<file path="config.mk">
export PLATFORM = sky130hd
export DESIGN_NAME = mdfp_fault_protect
export DESIGN_NICKNAME = d
export VERILOG_FILES = /design/src/shared/mdfp_pkg.sv /design/src/rtl/mdfp_fault_protect.sv /design/src/rtl/mdfp_deglitch.sv
export SDC_FILE = /design/constraint.sdc
export NUM_CORES = 1
export LEC_CHECK = 0
export ABC_AREA = 1
export BUFFER_PORTS_ARGS = -buffer_cell sky130_fd_sc_hd__buf_4
export CAP_MARGIN = 5
export CELL_PAD_IN_SITES_DETAIL_PLACEMENT = 1
export CELL_PAD_IN_SITES_GLOBAL_PLACEMENT = 2
export CORE_AREA = 2 2 208 231
export DETAILED_ROUTE_END_ITERATION = 8
export DIE_AREA = 0 0 210 233
export GPL_ROUTABILITY_DRIVEN = 0
export PLACE_DENSITY_LB_ADDON = 0.25
export SYNTH_ARGS = -nofsm -noshare
export SYNTH_HDL_FRONTEND = slang
export SYNTH_SLANG_ARGS = --single-unit
</file>
<file path="constraint.sdc">
create_clock -name clock -period 3.45 [get_ports clock]
set_input_delay 0.345 -clock clock [delete_from_list [all_inputs] [get_ports clock]]
set_output_delay 0.345 -clock clock [all_outputs]
set_load 0.005 [all_outputs]
</file>
<file path="src/shared/mdfp_pkg.sv">
// register map, field layout, timing constants and types of the fault protection block
// Overview of operation
// - analog supply undervoltage disables FETs, charge pump, controller and requests reset.
// - buck feedback undervoltage raises a flag; the buck keeps regulating.
// - charge pump undervoltage turns FETs off, pulls pin, flag sticks until clear.
// - enabled overvoltage turns FETs off, pulls pin, flag sticks until clear.
// - overvoltage threshold is the low or high comparator, picked by level select.
// - FET overcurrent counts only after outlasting the programmed deglitch time.
// - latched overcurrent holds FETs off until condition gone and clear issued.
// - retry overcurrent resumes after retry time; overcurrent flags wait for clear.
// - deglitched buck high-side overcurrent floats the buck and requests reset.
// - any phase over comparator lock limit past its deglitch is an event.
// - comparator lock latched modes pick bridge state, resume after clear.
// - comparator lock retry modes pick bridge state, resume after lock retry time.
// - comparator lock report mode flags only; flags leave after clear.
// - comparator lock disabled mode ignores the event entirely.
// - any ADC phase sample over sampled lock limit past its deglitch is an event.
// - sampled lock latched modes pick bridge state, resume after clear.
// - sampled lock retry modes resume and drop flags after lock retry time.
// - sampled lock report mode flags only; flags leave after clear.
// - sampled lock disabled mode ignores the event entirely.
package mdfp_pkg;
    localparam int ADDR_W = 8;
    localparam int DATA_W = 32;
    localparam logic [ADDR_W-1:0] CTRL_OFS = 8'h00;
    localparam logic [ADDR_W-1:0] CFG_OFS = 8'h04;
    localparam logic [ADDR_W-1:0] DEG_OFS = 8'h08;
    localparam logic [ADDR_W-1:0] LIM_OFS = 8'h0c;
    localparam logic [ADDR_W-1:0] STAT_OFS = 8'h10;
    localparam int CTRL_CLEAR_BIT = 0;
    // config register fields
    localparam int CFG_OV_EN_BIT = 0;
    localparam int CFG_OV_SEL_BIT = 1;
    localparam int CFG_OC_MODE_LSB = 2;
    localparam int CFG_CMP_MODE_LSB = 4;
    localparam int CFG_SMP_MODE_LSB = 7;
    localparam int CFG_OC_LVL_LSB = 10;
    localparam int CFG_CMP_LIM_LSB = 14;
    localparam int LVL_W = 4;
    localparam int CFG_W = 18;
    localparam logic [CFG_W-1:0] CFG_RESET = 18'h00001;
    // deglitch register fields, counts in clock cycles
    localparam int DEG_W = 8;
    localparam int OC_DEG_LSB = 0;
    localparam int CMP_DEG_LSB = 8;
    localparam int SMP_DEG_LSB = 16;
    localparam int DEG_REG_W = 24;
    localparam logic [DEG_REG_W-1:0] DEG_RESET = 24'h0a0a0a;
    localparam int SMP_W = 12;
    localparam logic [SMP_W-1:0] LIM_RESET = 12'h800;
    // status register bits
    localparam int ST_DRV_FLT = 0;
    localparam int ST_CTL_FLT = 1;
    localparam int ST_CP_UV = 2;
    localparam int ST_OV = 3;
    localparam int ST_OC = 4;
    localparam int ST_BUCK_UV = 5;
    localparam int ST_CMP_LOCK = 6;
    localparam int ST_SMP_LOCK = 7;
    localparam int ST_BUCK_OC = 8;
    localparam int ST_FET_OC_LSB = 9;
    localparam int ST_PIN = 15;
    // synchroniser slots of the analog comparator and pin inputs
    localparam int FET_N = 6;
    localparam int PHASE_N = 3;
    localparam int SY_AUV = 0;
    localparam int SY_BUV = 1;
    localparam int SY_CPUV = 2;
    localparam int SY_OV_LO = 3;
    localparam int SY_OV_HI = 4;
    localparam int SY_BOC = 5;
    localparam int SY_FOC = 6;
    localparam int SY_PLK = 12;
    localparam int SY_PIN = 15;
    localparam int SYNC_W = 16;
    // modes
    localparam logic [1:0] OC_MODE_LATCH = 2'h0;
    localparam logic [1:0] OC_MODE_RETRY = 2'h1;
    localparam logic [2:0] LKM_LATCH_OFF = 3'h0;
    localparam logic [2:0] LKM_LATCH_LOW = 3'h1;
    localparam logic [2:0] LKM_LATCH_HIGH = 3'h2;
    localparam logic [2:0] LKM_RETRY_OFF = 3'h3;
    localparam logic [2:0] LKM_RETRY_LOW = 3'h4;
    localparam logic [2:0] LKM_RETRY_HIGH = 3'h5;
    localparam logic [2:0] LKM_REPORT = 3'h6;
    localparam logic [2:0] LKM_DISABLED = 3'h7;
    localparam int LOCK_N = 2;
    localparam int LK_CMP = 0;
    localparam int LK_SMP = 1;
    // timing
    localparam int CLOCK_MHZ = 100;
    localparam int OC_RETRY_TIME_US = 500;
    localparam int LOCK_RETRY_TIME_US = 1000;
    localparam int OC_RETRY_CYCLES_DEF = OC_RETRY_TIME_US * CLOCK_MHZ;
    localparam int LOCK_RETRY_CYCLES_DEF = LOCK_RETRY_TIME_US * CLOCK_MHZ;
    localparam int RETRY_W = 20;
    typedef enum logic [1:0] {LK_IDLE = 2'b00, LK_LATCH = 2'b01, LK_RETRY = 2'b10,
        LK_REPORT = 2'b11} mdfp_lock_st_t;
    typedef enum logic [1:0] {OC_IDLE = 2'b00, OC_LATCH = 2'b01, OC_RETRY = 2'b10} mdfp_oc_st_t;
    typedef enum logic [1:0] {ACT_NONE = 2'b00, ACT_OFF = 2'b01, ACT_LOW = 2'b10,
        ACT_HIGH = 2'b11} mdfp_act_t;
endpackage : mdfp_pkg

</file>
<file path="src/rtl/mdfp_fault_protect.sv">
// fault detection and bridge response of the three-phase driver protection block
module mdfp_fault_protect
    import mdfp_pkg::*;
#(
    parameter int OC_RETRY_CYCLES = mdfp_pkg::OC_RETRY_CYCLES_DEF,
    parameter int LOCK_RETRY_CYCLES = mdfp_pkg::LOCK_RETRY_CYCLES_DEF
) (
    input wire logic clock,
    input wire logic rst,
    input wire logic ce,
    input wire logic [mdfp_pkg::ADDR_W-1:0] regAddr,
    input wire logic [mdfp_pkg::DATA_W-1:0] regWdata,
    input wire logic regWrite,
    input wire logic regRead,
    output logic [mdfp_pkg::DATA_W-1:0] regRdata,
    input wire logic analogSupplyUv,
    input wire logic buckFeedbackUv,
    input wire logic chargePumpUv,
    input wire logic supplyOverLow,
    input wire logic supplyOverHigh,
    input wire logic buckOverCurrent,
    input wire logic [mdfp_pkg::FET_N-1:0] fetOverCurrent,
    input wire logic [mdfp_pkg::PHASE_N-1:0] phaseOverLockLimit,
    input wire logic adcValid,
    input wire logic [mdfp_pkg::SMP_W-1:0] adcPhaseA,
    input wire logic [mdfp_pkg::SMP_W-1:0] adcPhaseB,
    input wire logic [mdfp_pkg::SMP_W-1:0] adcPhaseC,
    input wire logic faultPinInN,
    output logic faultPinOutN,
    output logic faultPinOeN,
    output logic fetsOff,
    output logic lowSideOn,
    output logic highSideOn,
    output logic chargePumpEnable,
    output logic controllerEnable,
    output logic resetRequest,
    output logic buckHiZ,
    output logic [mdfp_pkg::LVL_W-1:0] fetOvercurrentLevel,
    output logic [mdfp_pkg::LVL_W-1:0] comparatorLockCurrentLimit
);
    import mdfp_pkg::*;

    typedef struct packed {
        logic [SYNC_W-1:0] syncA;
        logic [SYNC_W-1:0] syncB;
        logic [CFG_W-1:0] cfg;
        logic [DEG_REG_W-1:0] deg;
        logic [SMP_W-1:0] lim;
        logic smpExceed;
        mdfp_oc_st_t ocSt;
        logic [RETRY_W-1:0] ocCnt;
        mdfp_lock_st_t [LOCK_N-1:0] lockSt;
        mdfp_act_t [LOCK_N-1:0] lockAct;
        logic [LOCK_N-1:0][RETRY_W-1:0] lockCnt;
        logic chargePumpUvFlag;
        logic overvoltageFlag;
        logic overcurrentFlag;
        logic buckUvFlag;
        logic buckOcTrip;
        logic [FET_N-1:0] fetOcFlags;
        logic driverFault;
        logic controllerFault;
        logic fetsOff;
        logic lowSideOn;
        logic highSideOn;
        logic cpEnable;
        logic ctlEnable;
        logic rstRequest;
        logic [DATA_W-1:0] rdata;
    } mdfp_state_t;

    mdfp_state_t st_ff;
    mdfp_state_t nxt_st;

    logic [FET_N-1:0] fetOcDeg;
    logic buckOcDeg;
    logic [LOCK_N-1:0] lockTrip;
    logic [LOCK_N-1:0][2:0] lockMode;
    logic clearCmd;
    logic ovCond;
    logic [SYNC_W-1:0] pinVec;

    assign pinVec = {faultPinInN, phaseOverLockLimit, fetOverCurrent, buckOverCurrent,
        supplyOverHigh, supplyOverLow, chargePumpUv, buckFeedbackUv, analogSupplyUv};
    assign clearCmd = regWrite && regAddr == CTRL_OFS && regWdata[CTRL_CLEAR_BIT];
    assign ovCond = st_ff.cfg[CFG_OV_EN_BIT] && (st_ff.cfg[CFG_OV_SEL_BIT] ?
        st_ff.syncB[SY_OV_HI] : st_ff.syncB[SY_OV_LO]);
    assign lockMode[LK_CMP] = st_ff.cfg[CFG_CMP_MODE_LSB +: 3];
    assign lockMode[LK_SMP] = st_ff.cfg[CFG_SMP_MODE_LSB +: 3];

    // per-FET filters share one deglitch setting, as the FETs share one threshold
    for (genvar f = 0; f < FET_N; f++) begin : g_fet_deg
        mdfp_deglitch #(.CNT_W(DEG_W)) u_fet_deg (
            .clock(clock),
            .rst(rst),
            .ce(ce),
            .level(st_ff.syncB[SY_FOC + f]),
            .limit(st_ff.deg[OC_DEG_LSB +: DEG_W]),
            .tripped(fetOcDeg[f])
        );
    end

    mdfp_deglitch #(.CNT_W(DEG_W)) u_buck_deg (
        .clock(clock),
        .rst(rst),
        .ce(ce),
        .level(st_ff.syncB[SY_BOC]),
        .limit(st_ff.deg[OC_DEG_LSB +: DEG_W]),
        .tripped(buckOcDeg)
    );

    mdfp_deglitch #(.CNT_W(DEG_W)) u_cmp_deg (
        .clock(clock),
        .rst(rst),
        .ce(ce),
        .level(|st_ff.syncB[SY_PLK +: PHASE_N]),
        .limit(st_ff.deg[CMP_DEG_LSB +: DEG_W]),
        .tripped(lockTrip[LK_CMP])
    );

    mdfp_deglitch #(.CNT_W(DEG_W)) u_smp_deg (
        .clock(clock),
        .rst(rst),
        .ce(ce),
        .level(st_ff.smpExceed),
        .limit(st_ff.deg[SMP_DEG_LSB +: DEG_W]),
        .tripped(lockTrip[LK_SMP])
    );

    always_comb begin
        logic anyOff;
        logic anyLow;
        logic anyHigh;
        logic auv;
        logic cpuv;
        anyOff = 1'h0;
        anyLow = 1'h0;
        anyHigh = 1'h0;
        nxt_st = st_ff;
        auv = st_ff.syncB[SY_AUV];
        cpuv = st_ff.syncB[SY_CPUV];
        nxt_st.syncA = pinVec;
        nxt_st.syncB = st_ff.syncA;
        nxt_st.rdata = '0;
        if (regWrite) begin
            case (regAddr)
                CFG_OFS: nxt_st.cfg = regWdata[CFG_W-1:0];
                DEG_OFS: nxt_st.deg = regWdata[DEG_REG_W-1:0];
                LIM_OFS: nxt_st.lim = regWdata[SMP_W-1:0];
                default: ;
            endcase
        end
        if (regRead) begin
            case (regAddr)
                CFG_OFS: nxt_st.rdata = DATA_W'(st_ff.cfg);
                DEG_OFS: nxt_st.rdata = DATA_W'(st_ff.deg);
                LIM_OFS: nxt_st.rdata = DATA_W'(st_ff.lim);
                STAT_OFS: begin
                    nxt_st.rdata[ST_DRV_FLT] = st_ff.driverFault;
                    nxt_st.rdata[ST_CTL_FLT] = st_ff.controllerFault;
                    nxt_st.rdata[ST_CP_UV] = st_ff.chargePumpUvFlag;
                    nxt_st.rdata[ST_OV] = st_ff.overvoltageFlag;
                    nxt_st.rdata[ST_OC] = st_ff.overcurrentFlag;
                    nxt_st.rdata[ST_BUCK_UV] = st_ff.buckUvFlag;
                    nxt_st.rdata[ST_CMP_LOCK] = st_ff.lockSt[LK_CMP] != LK_IDLE;
                    nxt_st.rdata[ST_SMP_LOCK] = st_ff.lockSt[LK_SMP] != LK_IDLE;
                    nxt_st.rdata[ST_BUCK_OC] = st_ff.buckOcTrip;
                    nxt_st.rdata[ST_FET_OC_LSB +: FET_N] = st_ff.fetOcFlags;
                    nxt_st.rdata[ST_PIN] = st_ff.syncB[SY_PIN];
                end
                default: ;
            endcase
        end
        // samples are compared as they arrive; the level holds between samples
        if (adcValid) begin
            nxt_st.smpExceed = adcPhaseA > st_ff.lim || adcPhaseB > st_ff.lim ||
                adcPhaseC > st_ff.lim;
        end
        // set wins over a clear arriving in the same cycle
        nxt_st.chargePumpUvFlag = cpuv || (st_ff.chargePumpUvFlag && !clearCmd);
        nxt_st.overvoltageFlag = ovCond || (st_ff.overvoltageFlag && !clearCmd);
        nxt_st.overcurrentFlag = (|fetOcDeg) || (st_ff.overcurrentFlag && !clearCmd);
        nxt_st.fetOcFlags = fetOcDeg | (st_ff.fetOcFlags & ~{FET_N{clearCmd}});
        nxt_st.buckUvFlag = st_ff.syncB[SY_BUV];
        // buck overcurrent stands until the device reset it requested
        nxt_st.buckOcTrip = st_ff.buckOcTrip || buckOcDeg;
        case (st_ff.ocSt)
            OC_IDLE: begin
                if (|fetOcDeg) begin
                    if (st_ff.cfg[CFG_OC_MODE_LSB +: 2] == OC_MODE_RETRY) begin
                        nxt_st.ocSt = OC_RETRY;
                        nxt_st.ocCnt = RETRY_W'(OC_RETRY_CYCLES - 1);
                    end else begin
                        nxt_st.ocSt = OC_LATCH;
                    end
                end
            end
            OC_LATCH: begin
                if (clearCmd && !(|st_ff.syncB[SY_FOC +: FET_N])) begin
                    nxt_st.ocSt = OC_IDLE;
                end
            end
            OC_RETRY: begin
                if (st_ff.ocCnt == '0) begin
                    nxt_st.ocSt = OC_IDLE;
                end else begin
                    nxt_st.ocCnt = st_ff.ocCnt - RETRY_W'(1);
                end
            end
            default: nxt_st.ocSt = OC_IDLE;
        endcase
        for (int i = 0; i < LOCK_N; i++) begin
            case (st_ff.lockSt[i])
                LK_IDLE: begin
                    if (lockTrip[i]) begin
                        case (lockMode[i])
                            LKM_LATCH_OFF, LKM_LATCH_LOW, LKM_LATCH_HIGH:
                                nxt_st.lockSt[i] = LK_LATCH;
                            LKM_RETRY_OFF, LKM_RETRY_LOW, LKM_RETRY_HIGH: begin
                                nxt_st.lockSt[i] = LK_RETRY;
                                nxt_st.lockCnt[i] = RETRY_W'(LOCK_RETRY_CYCLES - 1);
                            end
                            LKM_REPORT: nxt_st.lockSt[i] = LK_REPORT;
                            default: ;
                        endcase
                        case (lockMode[i])
                            LKM_LATCH_OFF, LKM_RETRY_OFF: nxt_st.lockAct[i] = ACT_OFF;
                            LKM_LATCH_LOW, LKM_RETRY_LOW: nxt_st.lockAct[i] = ACT_LOW;
                            LKM_LATCH_HIGH, LKM_RETRY_HIGH: nxt_st.lockAct[i] = ACT_HIGH;
                            default: nxt_st.lockAct[i] = ACT_NONE;
                        endcase
                    end
                end
                LK_LATCH, LK_REPORT: begin
                    if (clearCmd && !lockTrip[i]) begin
                        nxt_st.lockSt[i] = LK_IDLE;
                    end
                end
                LK_RETRY: begin
                    if (st_ff.lockCnt[i] == '0) begin
                        nxt_st.lockSt[i] = LK_IDLE;
                    end else begin
                        nxt_st.lockCnt[i] = st_ff.lockCnt[i] - RETRY_W'(1);
                    end
                end
                default: nxt_st.lockSt[i] = LK_IDLE;
            endcase
            if (nxt_st.lockSt[i] == LK_LATCH || nxt_st.lockSt[i] == LK_RETRY) begin
                anyOff = anyOff || nxt_st.lockAct[i] == ACT_OFF;
                anyLow = anyLow || nxt_st.lockAct[i] == ACT_LOW;
                anyHigh = anyHigh || nxt_st.lockAct[i] == ACT_HIGH;
            end
        end
        nxt_st.driverFault = cpuv || ovCond || nxt_st.ocSt != OC_IDLE;
        nxt_st.controllerFault = nxt_st.lockSt[LK_CMP] != LK_IDLE ||
            nxt_st.lockSt[LK_SMP] != LK_IDLE;
        anyOff = anyOff || auv || nxt_st.buckOcTrip || nxt_st.driverFault;
        // opposing lock actions at once fall back to all off rather than shoot-through
        nxt_st.fetsOff = anyOff || (anyLow && anyHigh);
        nxt_st.lowSideOn = !nxt_st.fetsOff && anyLow;
        nxt_st.highSideOn = !nxt_st.fetsOff && anyHigh;
        nxt_st.cpEnable = !auv;
        nxt_st.ctlEnable = !auv;
        nxt_st.rstRequest = auv || nxt_st.buckOcTrip;
    end

    always_ff @(posedge clock) begin
        if (rst) begin
            st_ff <= '0;
            st_ff.cfg <= CFG_RESET;
            st_ff.deg <= DEG_RESET;
            st_ff.lim <= LIM_RESET;
            st_ff.fetsOff <= 1'h1;
            st_ff.cpEnable <= 1'h1;
            st_ff.ctlEnable <= 1'h1;
        end else if (ce) begin
            st_ff <= nxt_st;
        end
    end

    assign regRdata = st_ff.rdata;
    assign faultPinOutN = 1'h0;
    assign faultPinOeN = !(st_ff.driverFault || st_ff.controllerFault);
    assign fetsOff = st_ff.fetsOff;
    assign lowSideOn = st_ff.lowSideOn;
    assign highSideOn = st_ff.highSideOn;
    assign chargePumpEnable = st_ff.cpEnable;
    assign controllerEnable = st_ff.ctlEnable;
    assign resetRequest = st_ff.rstRequest;
    assign buckHiZ = st_ff.buckOcTrip;
    assign fetOvercurrentLevel = st_ff.cfg[CFG_OC_LVL_LSB +: LVL_W];
    assign comparatorLockCurrentLimit = st_ff.cfg[CFG_CMP_LIM_LSB +: LVL_W];
endmodule : mdfp_fault_protect

</file>
<file path="src/rtl/mdfp_deglitch.sv">
// deglitch filter: output rises once the level has outlasted the programmed count
module mdfp_deglitch #(
    parameter int CNT_W = 8
) (
    input wire logic clock,
    input wire logic rst,
    input wire logic ce,
    input wire logic level,
    input wire logic [CNT_W-1:0] limit,
    output logic tripped
);
    typedef struct packed {
        logic [CNT_W-1:0] cnt;
        logic tripped;
    } mdfp_deg_state_t;

    mdfp_deg_state_t st_ff;
    mdfp_deg_state_t nxt_st;

    always_comb begin
        nxt_st = st_ff;
        if (!level) begin
            nxt_st.cnt = '0;
            nxt_st.tripped = 1'h0;
        end else if (st_ff.cnt >= limit) begin
            nxt_st.tripped = 1'h1;
        end else begin
            nxt_st.cnt = st_ff.cnt + CNT_W'(1);
        end
    end

    always_ff @(posedge clock) begin
        if (rst) begin
            st_ff <= '0;
        end else if (ce) begin
            st_ff <= nxt_st;
        end
    end

    assign tripped = st_ff.tripped;
endmodule : mdfp_deglitch

</file>
==> summary.md <==
| Metric | Value |
|---|---|
| Total track usage | 21.68% |
| Syn. warnings | 0 |
| Setup crit start | st_ff[51]$_SDFFE_PP0P_ |
| Post-route DRC violation count | 0 |
| Initial antenna violation count | 0 |
| R2R depth | 16 |
| Post-route setup slack | ~0.90 ns |
| Clock transition at the registers of the reported paths | 0.06 ns |
| Synth top area cells | dfxtp_1 35%, nand2_1 11%, ha_1 9.5% |
| Crit path to | lowSideOn$_SDFFE_PP0P_ |
| Arrival time worst endpoint | 3.03 ns |
| Reg-to-Reg End | lowSideOn$_SDFFE_PP0P_ |
| DP HPWL | 38820 um |
| Worst setup SP type | flip-flop |
| Seq/Total Area, Yosys | 34.74% |
| Sequential power share | 41.1% |
| Wire length on met2 | 25940 um |
| Worst Hold Class | input pin to flip-flop |
| R2r setup slk | 0.90 ns |
| Vias in the first global route | 15960 |
| Post-synthesis xor/xnor area fraction | 2.551% |
| Die area | around 49000 um2 |
| Initial Utilization | 34.76% |
| GR Overflow Total | 0 |
| Top_reg_cell synth | dfxtp_1 |
| Placed inst area | 17330 um2 |
| DR WL/cell | 17.42 um |
| Pint | 6123 uW |
| Layout area overhead | 15.10% |
| RSZ-0062 raised after global routing | false |
| M1 WL | between 20000 and 25000 um |
| CTS buffer count | 36 |
| Post-synthesis mux area share | 0% |
| Via Count | 15470 |
| Synth unique cells | 46 |
| Post-Synth Simple-Gate Area | 28.05% |
| DRT Wirelength | 52670 um |
| Kind of critical path | flip-flop to flip-flop |
| First-pass GRT wire length | about 85000 um |
| Hold Vio Cnt, Final | 0 |
| Final min period | roughly 2.5 ns |
| H-tree depth | 2 |
| CTS tree | yes |
| Number of synthesized flops with an enable pin | 0 |
| Lkg Pwr | 0.008146 uW |
| Sw Ratio | 27.18% |
| Die Height | 233 um |
| Post-synth top area share | 34.74% |
| Number of synthesized register bits | 280 |
| Setup Fix Bufs, Post-CTS | 0 |
| Initial drt markers | 512 |
| Max Transition Viols Final | 0 |
| Setup TNS | 0 ns |
| Clock power share | 46.3% |
| Core ar. | 46420 um2 |
| # fillers | 5864 |
| Most frequent cell after synthesis | nand2_1 |
| CTS resizes | 0 |
| Worst-Skew Late Latency | 0.55 ns |
| Slew of the pin with the lowest slew margin | a little under 1 ns |
| Pin count of the biggest net entering global routing | 87 |
| Buffers on Ports | 129 |
| Post-Syn Area | ~16000 um2 |
| Gate power share | 12.6% |
| Final hold slack | ~0.029 ns |
| Fraction of layout cells with a size suffix above 1 | 10.09% |
| Crit path max fanout | 4 |
| Endpoint class of the critical path | flip-flop |
| Die width | 210 um |
| Sink Count | 280 |
| Row Count | 83 |
| Clock skew | 0.02410 ns |
| # hold bufs at CTS | 3 |
| Drt first pass iters | 4 |
| Tcrit/Tclk final | approximately three quarters |
| I/O pins | 147 |
| Outcome | finished, final reports clean |
| PD cells | between 400 and 500 nW/um2 |
| Avg Cell Area, Syn | 6.931 um2 |
| Nets | 2621 |
| Met3 wire len | 1377 um |
| Fin area | 18570 um2 |
| Achievable clock frequency | 392.3 MHz |
| Cell accounting for the most synthesized area | dfxtp_1 |
| Worst reg2reg path startpoint | st_ff[51]$_SDFFE_PP0P_ |
| DP Worst Slack | ~0.76 ns |
| Post-synth top cells | 483 x nand2_1, 319 x nor2_1, 280 x dfxtp_1 |
| Cells after Synth | between 2000 and 2500 |
| Crit path required time | 3.93 ns |
| CTS root buf | clkbuf_16 |
| Adder-cell area share of the yosys netlist | 9.538% |
| Routed Antenna Nets | 0 |
| Worst IR Drop VDD | around 290 uV |
| Final setup fails | 0 |
| Top Layer Used | met4 |
| Rel. slew slack | 33.76% |
| Max Cap Violations | 0 |
| Switching power | 2285 uW |
| Main combinational cell family by area after synthesis | simple AND/OR/NAND/NOR gates |
| Fraction of registers with async set or reset after synthesis | 0% |
| Post-synthesis compound-gate area fraction | 16.14% |
| Diodes inserted | 0 |
| Clock buffer depth | 3 |
| Via density | 5.119 |
==> sequential cells by signal (all words and copies together), names as in the netlist <==
name,flops
g_fet_deg.u_fet_deg.tripped,6
st_ff,138
lowSideOn,1
u_buck_deg.st_ff,8
highSideOn,1
resetRequest,1
regRdata,24
u_cmp_deg.st_ff,8
fetOvercurrentLevel,4
g_fet_deg.u_fet_deg.st_ff,48
buckHiZ,1
u_cmp_deg.tripped,1
lockMode,6
u_smp_deg.tripped,1
u_smp_deg.st_ff,8
controllerEnable,1
fetsOff,1
nxt_st,17
u_buck_deg.tripped,1
comparatorLockCurrentLimit,4
==> worst min-delay path by stage <==
stage,slack (ns),endpoint,cells past startpoint,start
after global placement,0.45,st_ff[40]$_SDFFE_PP0P_,2,st_ff[40]$_SDFFE_PP0P_
after detailed placement,0.46,regRdata[15]$_SDFFE_PP0P_,2,regRdata[15]$_SDFFE_PP0P_
after CTS,0.004,nxt_st[184]$_SDFFE_PP0P_,3,fetOverCurrent[2]
after global routing,0.008,st_ff[151]$_SDFFE_PP1P_,3,regWdata[17]
final,0.03,st_ff[151]$_SDFFE_PP1P_,3,regWdata[17]
after floorplan,0.43,st_ff[180]$_SDFFE_PP0P_,2,st_ff[180]$_SDFFE_PP0P_
==> layout make-up <==
| cell class | instances | area (um2) | share of cell area (%) |
|---|---|---|---|
| clock buffer | 52 | 1032 | 5.558 |
| clock inverter | 14 | 180.2 | 0.9702 |
| inverter | 198 | 747.0 | 4.022 |
| multi-input combinational | 1737 | 9114 | 49.07 |
| sequential | 280 | 5605 | 30.18 |
| tap | 595 | 744.5 | 4.009 |
| timing repair buffer | 147 | 1149 | 6.185 |
==> power groups by stage <==
stage | registers, uW | logic [uW] | clock network (uW)
4_1_cts | 3460 | 1070 | 4020
2_1_floorplan | 3480 | 737 | 0
3_3_place_gp | 3520 | 1020 | 0
5_1_grt | 3470 | 1210 | 4140
6_report | 3460 | 1060 | 3900
3_5_place_dp | 3530 | 1060 | 0
==> through the flow <==
step	total power [uW]	utilization, %	instances
3_5_place_dp	4585	37.33	2954
6_report	8409	40.01	3023
5_1_grt	8829	40.01	3023
2_1_floorplan	4219	-	2336
4_1_cts	8543	40.01	3023
3_3_place_gp	4549	37.33	2954
==> cell usage in the layout, fill, tap and decap left out, types with 8 or more instances in the layout <==
cell type	instances
or2_2	10
o21bai_1	8
xnor2_1	13
o21ai_0	165
nor2_2	10
ha_1	123
clkinv_2	8
inv_2	8
nand4_1	48
o21a_1	12
nor2_1	319
inv_1	186
nor3_1	13
buf_4	141
nand3b_1	8
nand2_1	483
conb_1	9
o211ai_1	15
o21ai_1	8
dfxtp_1	280
clkbuf_1	10
xor2_1	34
nand3_1	153
a21oi_1	269
clkbuf_16	37
==> kinds of logic (layout without fill, tap and decap cells) <==
group           after synthesis  after routing
simple gates               1064           1064
compound gates              494            494
buf+inv                     319            411
flops                       280            280
fa+ha+maj                   123            123
xor+xnor                     47             47
other cells                   1              9
==> worst max-delay path: stages (launching register included) <==
cell and delay [ns]:
dfxtp_1 0.34, inv_1 0.12, ha_1 0.23, nand2_1 0.17
nor2_2 0.24, nand4_1 0.13, nand2_1 0.13, o21ai_0 0.10
nor2_1 0.15, ha_1 0.29, nand3_1 0.10, nor2_1 0.05
nor2_1 0.10, nand3_1 0.08, nand2_1 0.09, nand2_1 0.07
nor2_1 0.09
==> layer usage <==
layer  global-route usage [%]  vias up
met1                    26.47     7401
met5                        0        -
met3                    3.091       72
met4                    6.139        0
met2                    39.51      165
li1                         -     7836
No activity file was read; power rests on OpenSTA's default activity.
